File: src/scm_pkg.sv
package scm_pkg;
   // ****************************************
   // Register map
   // ****************************************
   localparam int ADDR_W = 8;
   localparam int DATA_W = 8;
   localparam logic [7:0] OFS_COLOR_ZERO = 8'h3C;
   localparam logic [7:0] OFS_COLOR_ONE = 8'h3D;
   localparam logic [7:0] OFS_COLOR_TWO = 8'h3E;
   localparam logic [7:0] OFS_COLOR_THREE = 8'h3F;
   localparam logic [7:0] OFS_FUNCTION = 8'h38;
   localparam logic [7:0] OFS_ENABLE = 8'h40;
   localparam logic [7:0] OFS_STATUS = 8'h41;
   // ****************************************
   // Fields and reset values
   // ****************************************
   localparam int SHADE_W = 4;
   localparam int NUM_ENTRIES = 4;
   localparam int FN_SCHEME_BIT = 0;
   localparam int FN_SELECT_BIT = 1;
   localparam int FN_HDBL_BIT = 2;
   localparam int FN_VDBL_BIT = 3;
   localparam logic [3:0] FN_MASK = 4'h0_F;
   localparam logic [3:0] SHADE_RESET = 4'h0;
   localparam logic [3:0] FN_RESET = 4'h0;
   localparam int FETCH_W = 32;
   localparam int PIX_PER_FETCH_SPRITE = 8;
   localparam int PIX_PER_FETCH_CURSOR = 16;
   typedef enum logic [1:0] {SCM_SPRITE4, SCM_SPRITE3T, SCM_CURSOR} scm_mode_t;
   typedef enum {SCM_IDLE, SCM_SHIFT} scm_state_t;
endpackage : scm_pkg

File: src/scm_palette.sv
`timescale 1ns/100ps
// Four 4-bit shade entries, one write port, registered read port
module scm_palette (
   input wire logic CORE_CLK,                                 // Pixel clock
   input wire logic NRST,                                     // Async reset, low
   input wire logic wr_en,                                    // Write strobe
   input wire logic [1:0] wr_idx,                             // Entry written
   input wire logic [scm_pkg::SHADE_W-1:0] wr_data,           // Shade written
   input wire logic [1:0] rd_idx,                             // Entry read back
   output logic [scm_pkg::SHADE_W-1:0] rd_data,               // Registered read
   output logic [4*scm_pkg::SHADE_W-1:0] all_entries          // All entries flat
);
   import scm_pkg::*;
   logic [SHADE_W-1:0] mem_q [NUM_ENTRIES];
   always_ff @(posedge CORE_CLK or negedge NRST) begin
      if (!NRST) begin
         for (int i = 0; i < NUM_ENTRIES; i++) begin
            mem_q[i] <= SHADE_RESET;
         end
         rd_data <= SHADE_RESET;
      end else begin
         if (wr_en) begin
            mem_q[wr_idx] <= wr_data;
         end
         rd_data <= mem_q[rd_idx];
      end
   end
   assign all_entries = {mem_q[3], mem_q[2], mem_q[1], mem_q[0]};
endmodule : scm_palette

File: src/scm_color_mapper.sv
`timescale 1ns/100ps
// What this block does
// - Four writable 4-bit shade entries, indexed by the 2-bit pixel.
// - Cursor mode uses entry 0 as background shade.
// - Cursor mode uses entry 1 as foreground shade.
// - Shades skip the gray lookup table; 4 bits pick one of 16 grays.
// - Sprite and cursor share one datapath; only one shown at a time.
// - Mode 00: pixel values 0..3 show entries 0..3.
// - Mode 01: pixel 0 is transparent, 1..3 show entries 1..3.
// - Cursor: 00 background, 01 foreground, 10 screen, 11 inverted screen.
// - Planes 0/2 give bit 0, 1/3 bit 1; B7 is the lowest pixel.
// - Select bit picks sprite at 0, cursor at 1, only when enabled.
// - Each fetch is 32 bits: eight sprite or sixteen cursor pixels.
module scm_color_mapper (
   input wire logic CORE_CLK,                                 // Pixel clock
   input wire logic NRST,                                     // Async reset, low
   input wire logic [scm_pkg::ADDR_W-1:0] REG_ADDR,           // Register address
   input wire logic [scm_pkg::DATA_W-1:0] REG_WDATA,          // Write data
   input wire logic REG_WR,                                   // Write strobe
   input wire logic REG_RD,                                   // Read strobe
   output logic [scm_pkg::DATA_W-1:0] REG_RDATA,              // Read data, next cycle
   input wire logic [scm_pkg::FETCH_W-1:0] FETCH_DATA,        // Pattern word
   input wire logic FETCH_VALID,                              // Pattern word present
   output logic FETCH_READY,                                  // Ready for a new word
   input wire logic PIX_ADVANCE,                              // Display wants a pixel
   input wire logic OVL_ACTIVE,                               // Pixel inside overlay
   input wire logic [scm_pkg::SHADE_W-1:0] SCREEN_SHADE,      // Underlying screen shade
   output logic [scm_pkg::SHADE_W-1:0] PIX_SHADE,             // Merged output shade
   output logic PIX_FROM_OVERLAY                              // Shade came from palette
);
   import scm_pkg::*;

   // ****************************************
   // Register file
   // ****************************************
   logic [3:0] function_q;
   logic enable_q;
   logic rd_pend_q;
   logic [DATA_W-1:0] misc_rdata_q;
   logic [DATA_W-1:0] misc_rdata_d;
   logic [SHADE_W-1:0] pal_rdata;
   logic [4*SHADE_W-1:0] pal_flat;
   wire hit_palette = (REG_ADDR[7:2] == OFS_COLOR_ZERO[7:2]);
   wire pal_wr = REG_WR && hit_palette;
   wire fn_wr = REG_WR && (REG_ADDR == OFS_FUNCTION);
   wire en_wr = REG_WR && (REG_ADDR == OFS_ENABLE);
   logic rd_pal_q;

   scm_palette u_palette (
      .CORE_CLK(CORE_CLK),
      .NRST(NRST),
      .wr_en(pal_wr),
      .wr_idx(REG_ADDR[1:0]),
      .wr_data(REG_WDATA[SHADE_W-1:0]),
      .rd_idx(REG_ADDR[1:0]),
      .rd_data(pal_rdata),
      .all_entries(pal_flat)
   );

   always_ff @(posedge CORE_CLK or negedge NRST) begin
      if (!NRST) begin
         function_q <= FN_RESET;
         enable_q <= 1'b0;
      end else begin
         if (fn_wr) begin
            function_q <= REG_WDATA[3:0] & FN_MASK;
         end
         if (en_wr) begin
            enable_q <= REG_WDATA[0];
         end
      end
   end

   // Status: enable, effective cursor mode, pattern word held
   logic busy_q;
   wire cursor_sel = enable_q && function_q[FN_SELECT_BIT];
   always_comb begin
      misc_rdata_d = '0;
      case (REG_ADDR)
         OFS_FUNCTION: misc_rdata_d = {4'h0, function_q};
         OFS_ENABLE: misc_rdata_d = {7'h00, enable_q};
         OFS_STATUS: misc_rdata_d = {5'h00, busy_q, cursor_sel, enable_q};
         default: misc_rdata_d = '0;
      endcase
   end

   always_ff @(posedge CORE_CLK or negedge NRST) begin
      if (!NRST) begin
         rd_pend_q <= 1'b0;
         rd_pal_q <= 1'b0;
         misc_rdata_q <= '0;
      end else begin
         rd_pend_q <= REG_RD;
         rd_pal_q <= REG_RD && hit_palette;
         misc_rdata_q <= REG_RD ? misc_rdata_d : '0;
      end
   end
   // Unmapped reads and non-read cycles give zero
   assign REG_RDATA = !rd_pend_q ? '0 : rd_pal_q ? {4'h0, pal_rdata} : misc_rdata_q;

   // ****************************************
   // Pattern unpacking
   // ****************************************
   // Word layout: byte 0 is plane 0 at X, bytes 1..3 planes 1..3 at X,
   // so pixels 0-7 of a fetch come from planes 0/1 and pixels 8-15 from planes 2/3.
   function automatic logic [1:0] pattern_pixel(input logic [FETCH_W-1:0] w, input logic [3:0] n);
      logic [7:0] lo;
      logic [7:0] hi;
      logic [2:0] b;
      lo = n[3] ? w[23:16] : w[7:0];
      hi = n[3] ? w[31:24] : w[15:8];
      b = 3'd7 - n[2:0];
      return {hi[b], lo[b]};
   endfunction : pattern_pixel

   scm_state_t state_q;
   logic [FETCH_W-1:0] word_q;
   logic [3:0] pix_idx_q;
   wire cursor_fetch = cursor_sel;
   // Sprite pixels are 2 bits each from 8 bits per plane pair; the cursor
   // sees 16 pixels, the sprite only the first 8 of each word.
   wire [3:0] last_idx = cursor_fetch ? 4'(PIX_PER_FETCH_CURSOR - 1) : 4'(PIX_PER_FETCH_SPRITE - 1);
   wire consume = (state_q == SCM_SHIFT) && PIX_ADVANCE && OVL_ACTIVE;
   wire word_done = consume && (pix_idx_q == last_idx);
   assign FETCH_READY = (state_q == SCM_IDLE) || word_done;
   assign busy_q = (state_q == SCM_SHIFT);

   always_ff @(posedge CORE_CLK or negedge NRST) begin
      if (!NRST) begin
         state_q <= SCM_IDLE;
         word_q <= '0;
         pix_idx_q <= 4'h0;
      end else begin
         case (state_q)
            SCM_IDLE: begin
               if (FETCH_VALID && enable_q) begin
                  word_q <= FETCH_DATA;
                  pix_idx_q <= 4'h0;
                  state_q <= SCM_SHIFT;
               end
            end
            SCM_SHIFT: begin
               if (!enable_q) begin
                  state_q <= SCM_IDLE;
               end else if (word_done) begin
                  pix_idx_q <= 4'h0;
                  if (FETCH_VALID) begin
                     word_q <= FETCH_DATA;
                  end else begin
                     state_q <= SCM_IDLE;
                  end
               end else if (consume) begin
                  pix_idx_q <= pix_idx_q + 4'h1;
               end
            end
            default: state_q <= SCM_IDLE;
         endcase
      end
   end

   // ****************************************
   // Colour decode, one shared path
   // ****************************************
   function automatic logic [SHADE_W-1:0] entry(input logic [4*SHADE_W-1:0] f, input logic [1:0] i);
      return f[i*SHADE_W +: SHADE_W];
   endfunction : entry

   wire [1:0] cur_pix = pattern_pixel(word_q, pix_idx_q);
   wire scm_mode_t mode = cursor_sel ? SCM_CURSOR :
                          function_q[FN_SCHEME_BIT] ? SCM_SPRITE3T : SCM_SPRITE4;
   wire [SHADE_W-1:0] overlay_shade_zero_background = entry(pal_flat, 2'd0);
   wire [SHADE_W-1:0] overlay_shade_one_foreground = entry(pal_flat, 2'd1);
   logic [SHADE_W-1:0] shade_d;
   logic from_ovl_d;

   always_comb begin
      shade_d = SCREEN_SHADE;
      from_ovl_d = 1'b0;
      if (busy_q && OVL_ACTIVE) begin
         case (mode)
            SCM_SPRITE4: begin
               shade_d = entry(pal_flat, cur_pix);
               from_ovl_d = 1'b1;
            end
            SCM_SPRITE3T: begin
               if (cur_pix != 2'b00) begin
                  shade_d = entry(pal_flat, cur_pix);
                  from_ovl_d = 1'b1;
               end
            end
            SCM_CURSOR: begin
               case (cur_pix)
                  2'b00: begin
                     shade_d = overlay_shade_zero_background;
                     from_ovl_d = 1'b1;
                  end
                  2'b01: begin
                     shade_d = overlay_shade_one_foreground;
                     from_ovl_d = 1'b1;
                  end
                  2'b10: shade_d = SCREEN_SHADE;
                  default: shade_d = ~SCREEN_SHADE;
               endcase
            end
            default: shade_d = SCREEN_SHADE;
         endcase
      end
   end

   // Shade goes straight to the panel, no gray table in the path
   always_ff @(posedge CORE_CLK or negedge NRST) begin
      if (!NRST) begin
         PIX_SHADE <= SHADE_RESET;
         PIX_FROM_OVERLAY <= 1'b0;
      end else if (PIX_ADVANCE) begin
         PIX_SHADE <= shade_d;
         PIX_FROM_OVERLAY <= from_ovl_d;
      end
   end
endmodule : scm_color_mapper

File: config.mk
export PLATFORM = sky130hd
export DESIGN_NAME = scm_color_mapper
export DESIGN_NICKNAME = d
export VERILOG_FILES = /design/src/scm_pkg.sv /design/src/scm_palette.sv /design/src/scm_color_mapper.sv
export SDC_FILE = /design/constraint.sdc
export NUM_CORES = 1
export LEC_CHECK = 0
export BUFFER_PORTS_ARGS = -buffer_cell sky130_fd_sc_hd__buf_2
export CORE_ASPECT_RATIO = 0.5
export CORE_UTILIZATION = 59
export DETAILED_ROUTE_END_ITERATION = 10
export PLACE_DENSITY = 0.93
export SLEW_MARGIN = 30
export SYNTH_ARGS = -nofsm -noshare
export SYNTH_HDL_FRONTEND = slang
export SYNTH_SLANG_ARGS = --single-unit
File: constraint.sdc
create_clock -name CORE_CLK -period 4.4 [get_ports CORE_CLK]
set_clock_uncertainty 0.05 [all_clocks]
set_input_delay 0.88 -clock CORE_CLK [delete_from_list [all_inputs] [get_ports CORE_CLK]]
set_output_delay 0.88 -clock CORE_CLK [all_outputs]
set_load 0.05 [all_outputs]
==> results.cfg, run 1 <==
[status]
status = finished, final reports clean

[sta]
max_slew.worst_pin.slew_ns = 0.751
fmaxAchievable_mhz = 304
finalWorstPathRequiredPeriod_ns = 3.29
maxSlewHeadroom = 0.492
unrepaired_setup_endpoints_after_global_routing = false
setup_tns_ns = 0
hold_violations = 0
final_min_period_over_clock_period = 0.748
setup_viol = 0
slew_violations = 0

[routing]
route.antenna.remaining_nets = 0
drt-total-wl_um = 7770
drc = 0
drt_pre_antenna_iters = 5
vias = 2511
detailedRoute.firstIterationViolations = 123
route.detailed.wl_per_inst_um = 19.1
route.detailed.vias_per_inst = 6.17

[placement]
globalplace.congestion = 0.835
post_dp_cell_area_sq_um = 3910
place_hpwl_um = 5200
numPortBuffers = 64

[grt]
first_pass_grt_wire_length_um = 12800
first_global_vias = 2545
antenna_violations_before_repair = 0
grt_total_ovfl = 0
largest_net_degree_at_the_start_of_global_routing = 42
grt_util_all_layers = 0.274

[worst_setup_path]
crit_path_max_incr_delay_ns = 0.73
criticalPathCategory = register to output pin
worstPathCellList = ha_1, nand2_1, o41ai_2, buf_2
startpoint_type = register
crit_path_end_kind = output pin
required_ns = 3.47
cp_data_arrival_time_ns = 2.36
cp_slowest_cell = sky130_fd_sc_hd__dfrtp_1
crit_path_max_fanout = 12

[clock_tree]
ctsResizeCount = 0
level_count_of_the_clock_h_tree = 3
hold_buffers = 0
cts_tree = done
clkLatencyLatePin_ns = 0.34
post_cts_buffers = 0
cts.clk_slew.worst_paths_ns = 0.06
cts-buffers-inserted = 9
clock-sinks = 73
clock_tree.buffer_depth = 2
clock_tree.root_cell = sky130_fd_sc_hd__clkbuf_16

[synthesis]
ys_ff_latch = 73
ys.warnings.count = 0
synth_seq_area_share = 0.504
synth_area_sq_um = 3620
synthDistinctLibCells = 53
number_of_enable_type_register_cells_in_the_synthesized_netlist = 0
post_synthesis_average_cell_area_sq_um = 13.5
post_synth_inst_count = 268
async_reset_ff_frac = 1.00
synth_top_flop_cell = sky130_fd_sc_hd__dfrtp_1

[final_layout]
fillers = 350
drive_above_1_share = 0.476
num_antenna_cells = 0
seqCellArea_sq_um = 1830
area_growth_from_synthesis_to_layout_pct = 17.5
finished_cell_area_sq_um = 4260
multi_input_area_sq_um = 1640
layout.nets = 389

[floorplanning]
die_w_um = 113
design.die.area_sq_um = 6480
fp-row-count = 19
floorplan.die.height_um = 57.4
start_util = 0.635
placeable_core_region_sq_um = 5710
top_ports = 73

[pwr]
cellLeakagePower_nw = 1.99
max-vdd-ir-drop_mv = 0.247
pwr_density_cell_nw_per_um2 = 451
power_mw = 1.92

[min_path]
min-delay-path-class = register to register

[flow_run]
max_cap_violations = 0
kinds of logic (layout without fill, tap and decap cells):
logic type	after synthesis	after routing	share of synthesized area
AND/OR/NAND/NOR	59	59	0.0915
adder cells (fa/ha/maj)	1	1	0.00345
other	1	4	0.00104
XOR/XNOR	1	1	0.00242
AO/OA/AOI/OAI	31	31	0.0625
flip-flops	73	73	0.504
multiplexers	78	78	0.289
buffers and inverters	24	87	0.0459
flip-flops by register name, indices dropped and copies added, names as in the netlist:
name and count:
PIX_FROM_OVERLAY 1, PIX_SHADE 4, enable_q 1, function_q 4, misc_rdata_q 4, pix_idx_q 4
rd_pal_q 1, rd_pend_q 1, state_q 1, u_palette.all_entries 16, u_palette.rd_data 4, word_q 32
cell type report:
cell class,count,share of cell area
sequential,73,0.429
multi-input combinational,174,0.385
timing repair buffer,66,0.0794
clock buffer,12,0.0626
tap,73,0.0215
clock inverter,4,0.0173
inverter,5,0.00441
cells in the final DEF, fill, tap and decap left out, drive strengths merged, types with 2 or more instances in the layout:
master	count
dfrtp	73
buf	66
mux2	59
nand2	18
mux4	15
clkbuf	12
nor2b	11
nand3	7
o21ai	7
and3	5
inv	5
a21oi	5
mux2i	4
conb	4
nor2	3
nand3b	3
nor4	2
a31oi	2
a21boi	2
a31o	2
bufinv	2
o31ai	2
clkinv	2
stage by stage:
stage	cells	hold WS [ns]	setup slack, ns	utilization
6_report	407	0.453	1.11	0.746
5_1_grt	407	0.470	0.925	0.746
4_1_cts	407	0.456	1.09	0.745
3_5_place_dp	391	0.443	1.44	0.686
3_3_place_gp	391	0.420	1.50	0.686
2_1_floorplan	271	0.403	0.861	-
power breakdown:
| part | total, mW | switching [mW] | internal [mW] |
|---|---|---|---|
| clock | 0.818 | 0.276 | 0.542 |
| combinational | 0.279 | 0.130 | 0.149 |
| sequential | 0.823 | 0.0553 | 0.768 |
| total | 1.92 | 0.461 | 1.46 |
layer usage:
| metal | global-route usage | share of wire | up-vias |
|---|---|---|---|
| met1 | 0.333 | 0.41 | 1275 |
| met3 | 0.0925 | 0.061 | 25 |
| met2 | 0.460 | 0.50 | 102 |
| met4 | 0.116 | 0.026 | 0 |
| li1 | - | - | 1109 |
| met5 | 0 | 0 | - |
final timing paths:
| check | start | end | slack, ns | cells past startpoint |
|---|---|---|---|---|
| max in group asynchronous | NRST | u_palette.rd_data[3] | 3.04 | 2 |
| worst min register to register | word_q[24] | word_q[24] | 0.45 | 1 |
| worst max register to register | pix_idx_q[0] | PIX_SHADE[2] | 1.50 | 5 |
| worst min-delay path | word_q[24] | word_q[24] | 0.45 | 1 |
| min in group asynchronous | NRST | word_q[24] | 0.47 | 1 |
| worst max-delay path | pix_idx_q[0] | FETCH_READY | 1.11 | 4 |
cells in the mapped netlist, types with 3 or more instances:
library cell,instances,share of area
sky130_fd_sc_hd__a21oi_1,5,0.0069
sky130_fd_sc_hd__and3_1,5,0.0086
sky130_fd_sc_hd__buf_2,4,0.0055
sky130_fd_sc_hd__buf_4,4,0.0083
sky130_fd_sc_hd__clkbuf_1,7,0.0073
sky130_fd_sc_hd__dfrtp_1,73,0.50
sky130_fd_sc_hd__inv_1,5,0.0052
sky130_fd_sc_hd__mux2_2,57,0.18
sky130_fd_sc_hd__mux2i_1,4,0.011
sky130_fd_sc_hd__mux4_2,14,0.087
sky130_fd_sc_hd__nand2_1,17,0.018
sky130_fd_sc_hd__nand3_1,7,0.0097
sky130_fd_sc_hd__nand3b_1,3,0.0062
sky130_fd_sc_hd__nor2_1,3,0.0031
sky130_fd_sc_hd__nor2b_1,11,0.019
sky130_fd_sc_hd__o21ai_0,4,0.0055
sky130_fd_sc_hd__o21ai_1,3,0.0041
critical path, delay by kind of cell (launching register included):
kind / cells / cell delay (ns)
flops: 1 / 0.73
compound gates: 1 / 0.54
buf+inv: 1 / 0.36
fa+ha+maj: 1 / 0.31
simple gates: 1 / 0.08
(Power assumes the default switching activity.)
==> inputs of run 2 (changes only) <==
CORE_UTILIZATION = 55   (was 59)
PLACE_DENSITY = 0.88   (was 0.93)
clock period = 3.5 ns   (was 4.4 ns; I/O delays follow)
==> run 2 against run 1 <==
Compared with the run above: non-clock buffer count grew 2; cell area grew 0.53%; via count shrank 1.9%; clock power grew 23%; register-to-register slack lost 0.84 ns; sequential share of layout area shrank 0.23 points; setup slack lost 0.63 ns; global-route usage shrank 1.4 points; power grew 25%; highest routed layer unchanged.
==> results.cfg, run 2 (same netlist as run 1, synthesis figures left out) <==
[status]
status = finished, final reports clean

[routing]
route.detailed.wl_per_inst_um = 18.1
drt_pre_antenna_iters = 4
drt-total-wl_um = 7660
route.detailed.vias_per_inst = 5.81
drc = 0
detailedRoute.firstIterationViolations = 179
route.antenna.remaining_nets = 0
vias = 2464

[sta]
slew_violations = 0
finalWorstPathRequiredPeriod_ns = 3.02
setup_viol = 0
holdWs_ns = 0.290
setup_tns_ns = 0
final_min_period_over_clock_period = 0.864
max_slew.worst_pin.slew_ns = 0.846
unrepaired_setup_endpoints_after_global_routing = false
hold_violations = 0
maxSlewHeadroom = 0.428
fmaxAchievable_mhz = 331

[worst_setup_path]
criticalPathCategory = register to output pin
startpoint_type = register
required_ns = 2.75
ff2ff_path_depth = 5
crit_path_max_fanout = 12
cp_data_arrival_time_ns = 2.27
crit_path_end_kind = output pin

[pwr]
power_mw = 2.39
max-vdd-ir-drop_mv = 0.294
pwr_density_cell_nw_per_um2 = 560
cellLeakagePower_nw = 1.99

[grt]
antenna_violations_before_repair = 0
first_pass_grt_wire_length_um = 12900
grt_total_ovfl = 0
largest_net_degree_at_the_start_of_global_routing = 27
first_global_vias = 2576
grt_util_all_layers = 0.260

[final_layout]
num_antenna_cells = 0
layout.nets = 391
area_growth_from_synthesis_to_layout_pct = 18.1
registers.top_by_ff_count = word_q
largest_register_ffs = 32
instances_no_fill = 424
drive_above_1_share = 0.476
fillers = 429
layout_commonest_cell = sky130_fd_sc_hd__dfrtp_1
layout_common_cells = sky130_fd_sc_hd__dfrtp_1, sky130_fd_sc_hd__buf_2, sky130_fd_sc_hd__mux2_2, sky130_fd_sc_hd__nand2_1, sky130_fd_sc_hd__mux4_2

[floorplanning]
fp-row-count = 20
floorplan.die.height_um = 59.4
placeable_core_region_sq_um = 6210
start_util = 0.584
top_ports = 73
design.die.area_sq_um = 6930
die_w_um = 117

[min_path]
min-delay-path-class = input pin to async pin

[placement]
place_hpwl_um = 5350
globalplace.congestion = 0.843
numPortBuffers = 64
placed_cells = 408

[clock_tree]
cts_tree = done
clock-sinks = 73
hold_buffers = 0
clock_tree.root_cell = sky130_fd_sc_hd__clkbuf_16
clock_tree.buffer_depth = 2
ctsResizeCount = 0
clkLatencyLatePin_ns = 0.33
cts.clk_slew.worst_paths_ns = 0.06
post_cts_buffers = 0
cts-buffers-inserted = 9
level_count_of_the_clock_h_tree = 3

[flow_run]
max_cap_violations = 0
-- run 2: changes by cell type in the layout (fill, tap and decap cells not counted), sizes merged --
cell      previous run  this run
buf                 66        68
clkinv               2         0
clkinvlp             0         2
-- run 2: metrics by stage --
step	util	area, sq um	setup WS (ns)
after floorplan	-	3630	0.141
after global placement	0.636	3950	0.697
final	0.689	4280	0.475
after global routing	0.689	4280	0.230
after detailed placement	0.636	3950	0.682
after CTS	0.689	4280	0.447
-- run 2: area by class of cell --
| type | count | area, sq um | area share |
|---|---|---|---|
| multi-input combinational | 174 | 1640 | 0.383 |
| sequential | 73 | 1830 | 0.427 |
| clock buffer | 12 | 256 | 0.0600 |
| timing repair buffer | 68 | 350 | 0.0819 |
| clock inverter | 4 | 75.1 | 0.0175 |
| inverter | 5 | 18.8 | 0.00439 |
| tap | 88 | 110 | 0.0257 |
-- run 2: routing by layer --
metal / vias to the layer above / global-route usage / wire (um)
met4: 0 / 0.0976 / 154
li1: 1122 / - / -
met1: 1236 / 0.315 / 3050
met5: - / 0 / 0
met3: 12 / 0.0930 / 396
met2: 94 / 0.437 / 4060
-- run 2: power breakdown --
part           total [mW]  leakage, nW  switching (mW)  internal (mW)
Combinational       0.348        0.859           0.160          0.188
Sequential           1.04        0.975          0.0711          0.965
Clock                1.01        0.155           0.347          0.663
-- run 2: worst max-delay path, cell delays in order, from the launching register on --
cell                      delay (ns)
sky130_fd_sc_hd__dfrtp_1        0.71
sky130_fd_sc_hd__ha_1           0.28
sky130_fd_sc_hd__nand2_1        0.07
sky130_fd_sc_hd__o41ai_2        0.53
sky130_fd_sc_hd__buf_2          0.36
-- run 2: final timing paths --
kind / endpoint / from / slack (ns)
max: FETCH_READY / pix_idx_q[0] / 0.48
min: word_q[27] / NRST / 0.29
max reg2reg: PIX_SHADE[0] / pix_idx_q[0] / 0.66
min reg2reg: word_q[0] / word_q[0] / 0.45
max in group asynchronous: u_palette.all_entries[6] / NRST / 2.36
min in group CORE_CLK: word_q[0] / word_q[0] / 0.45
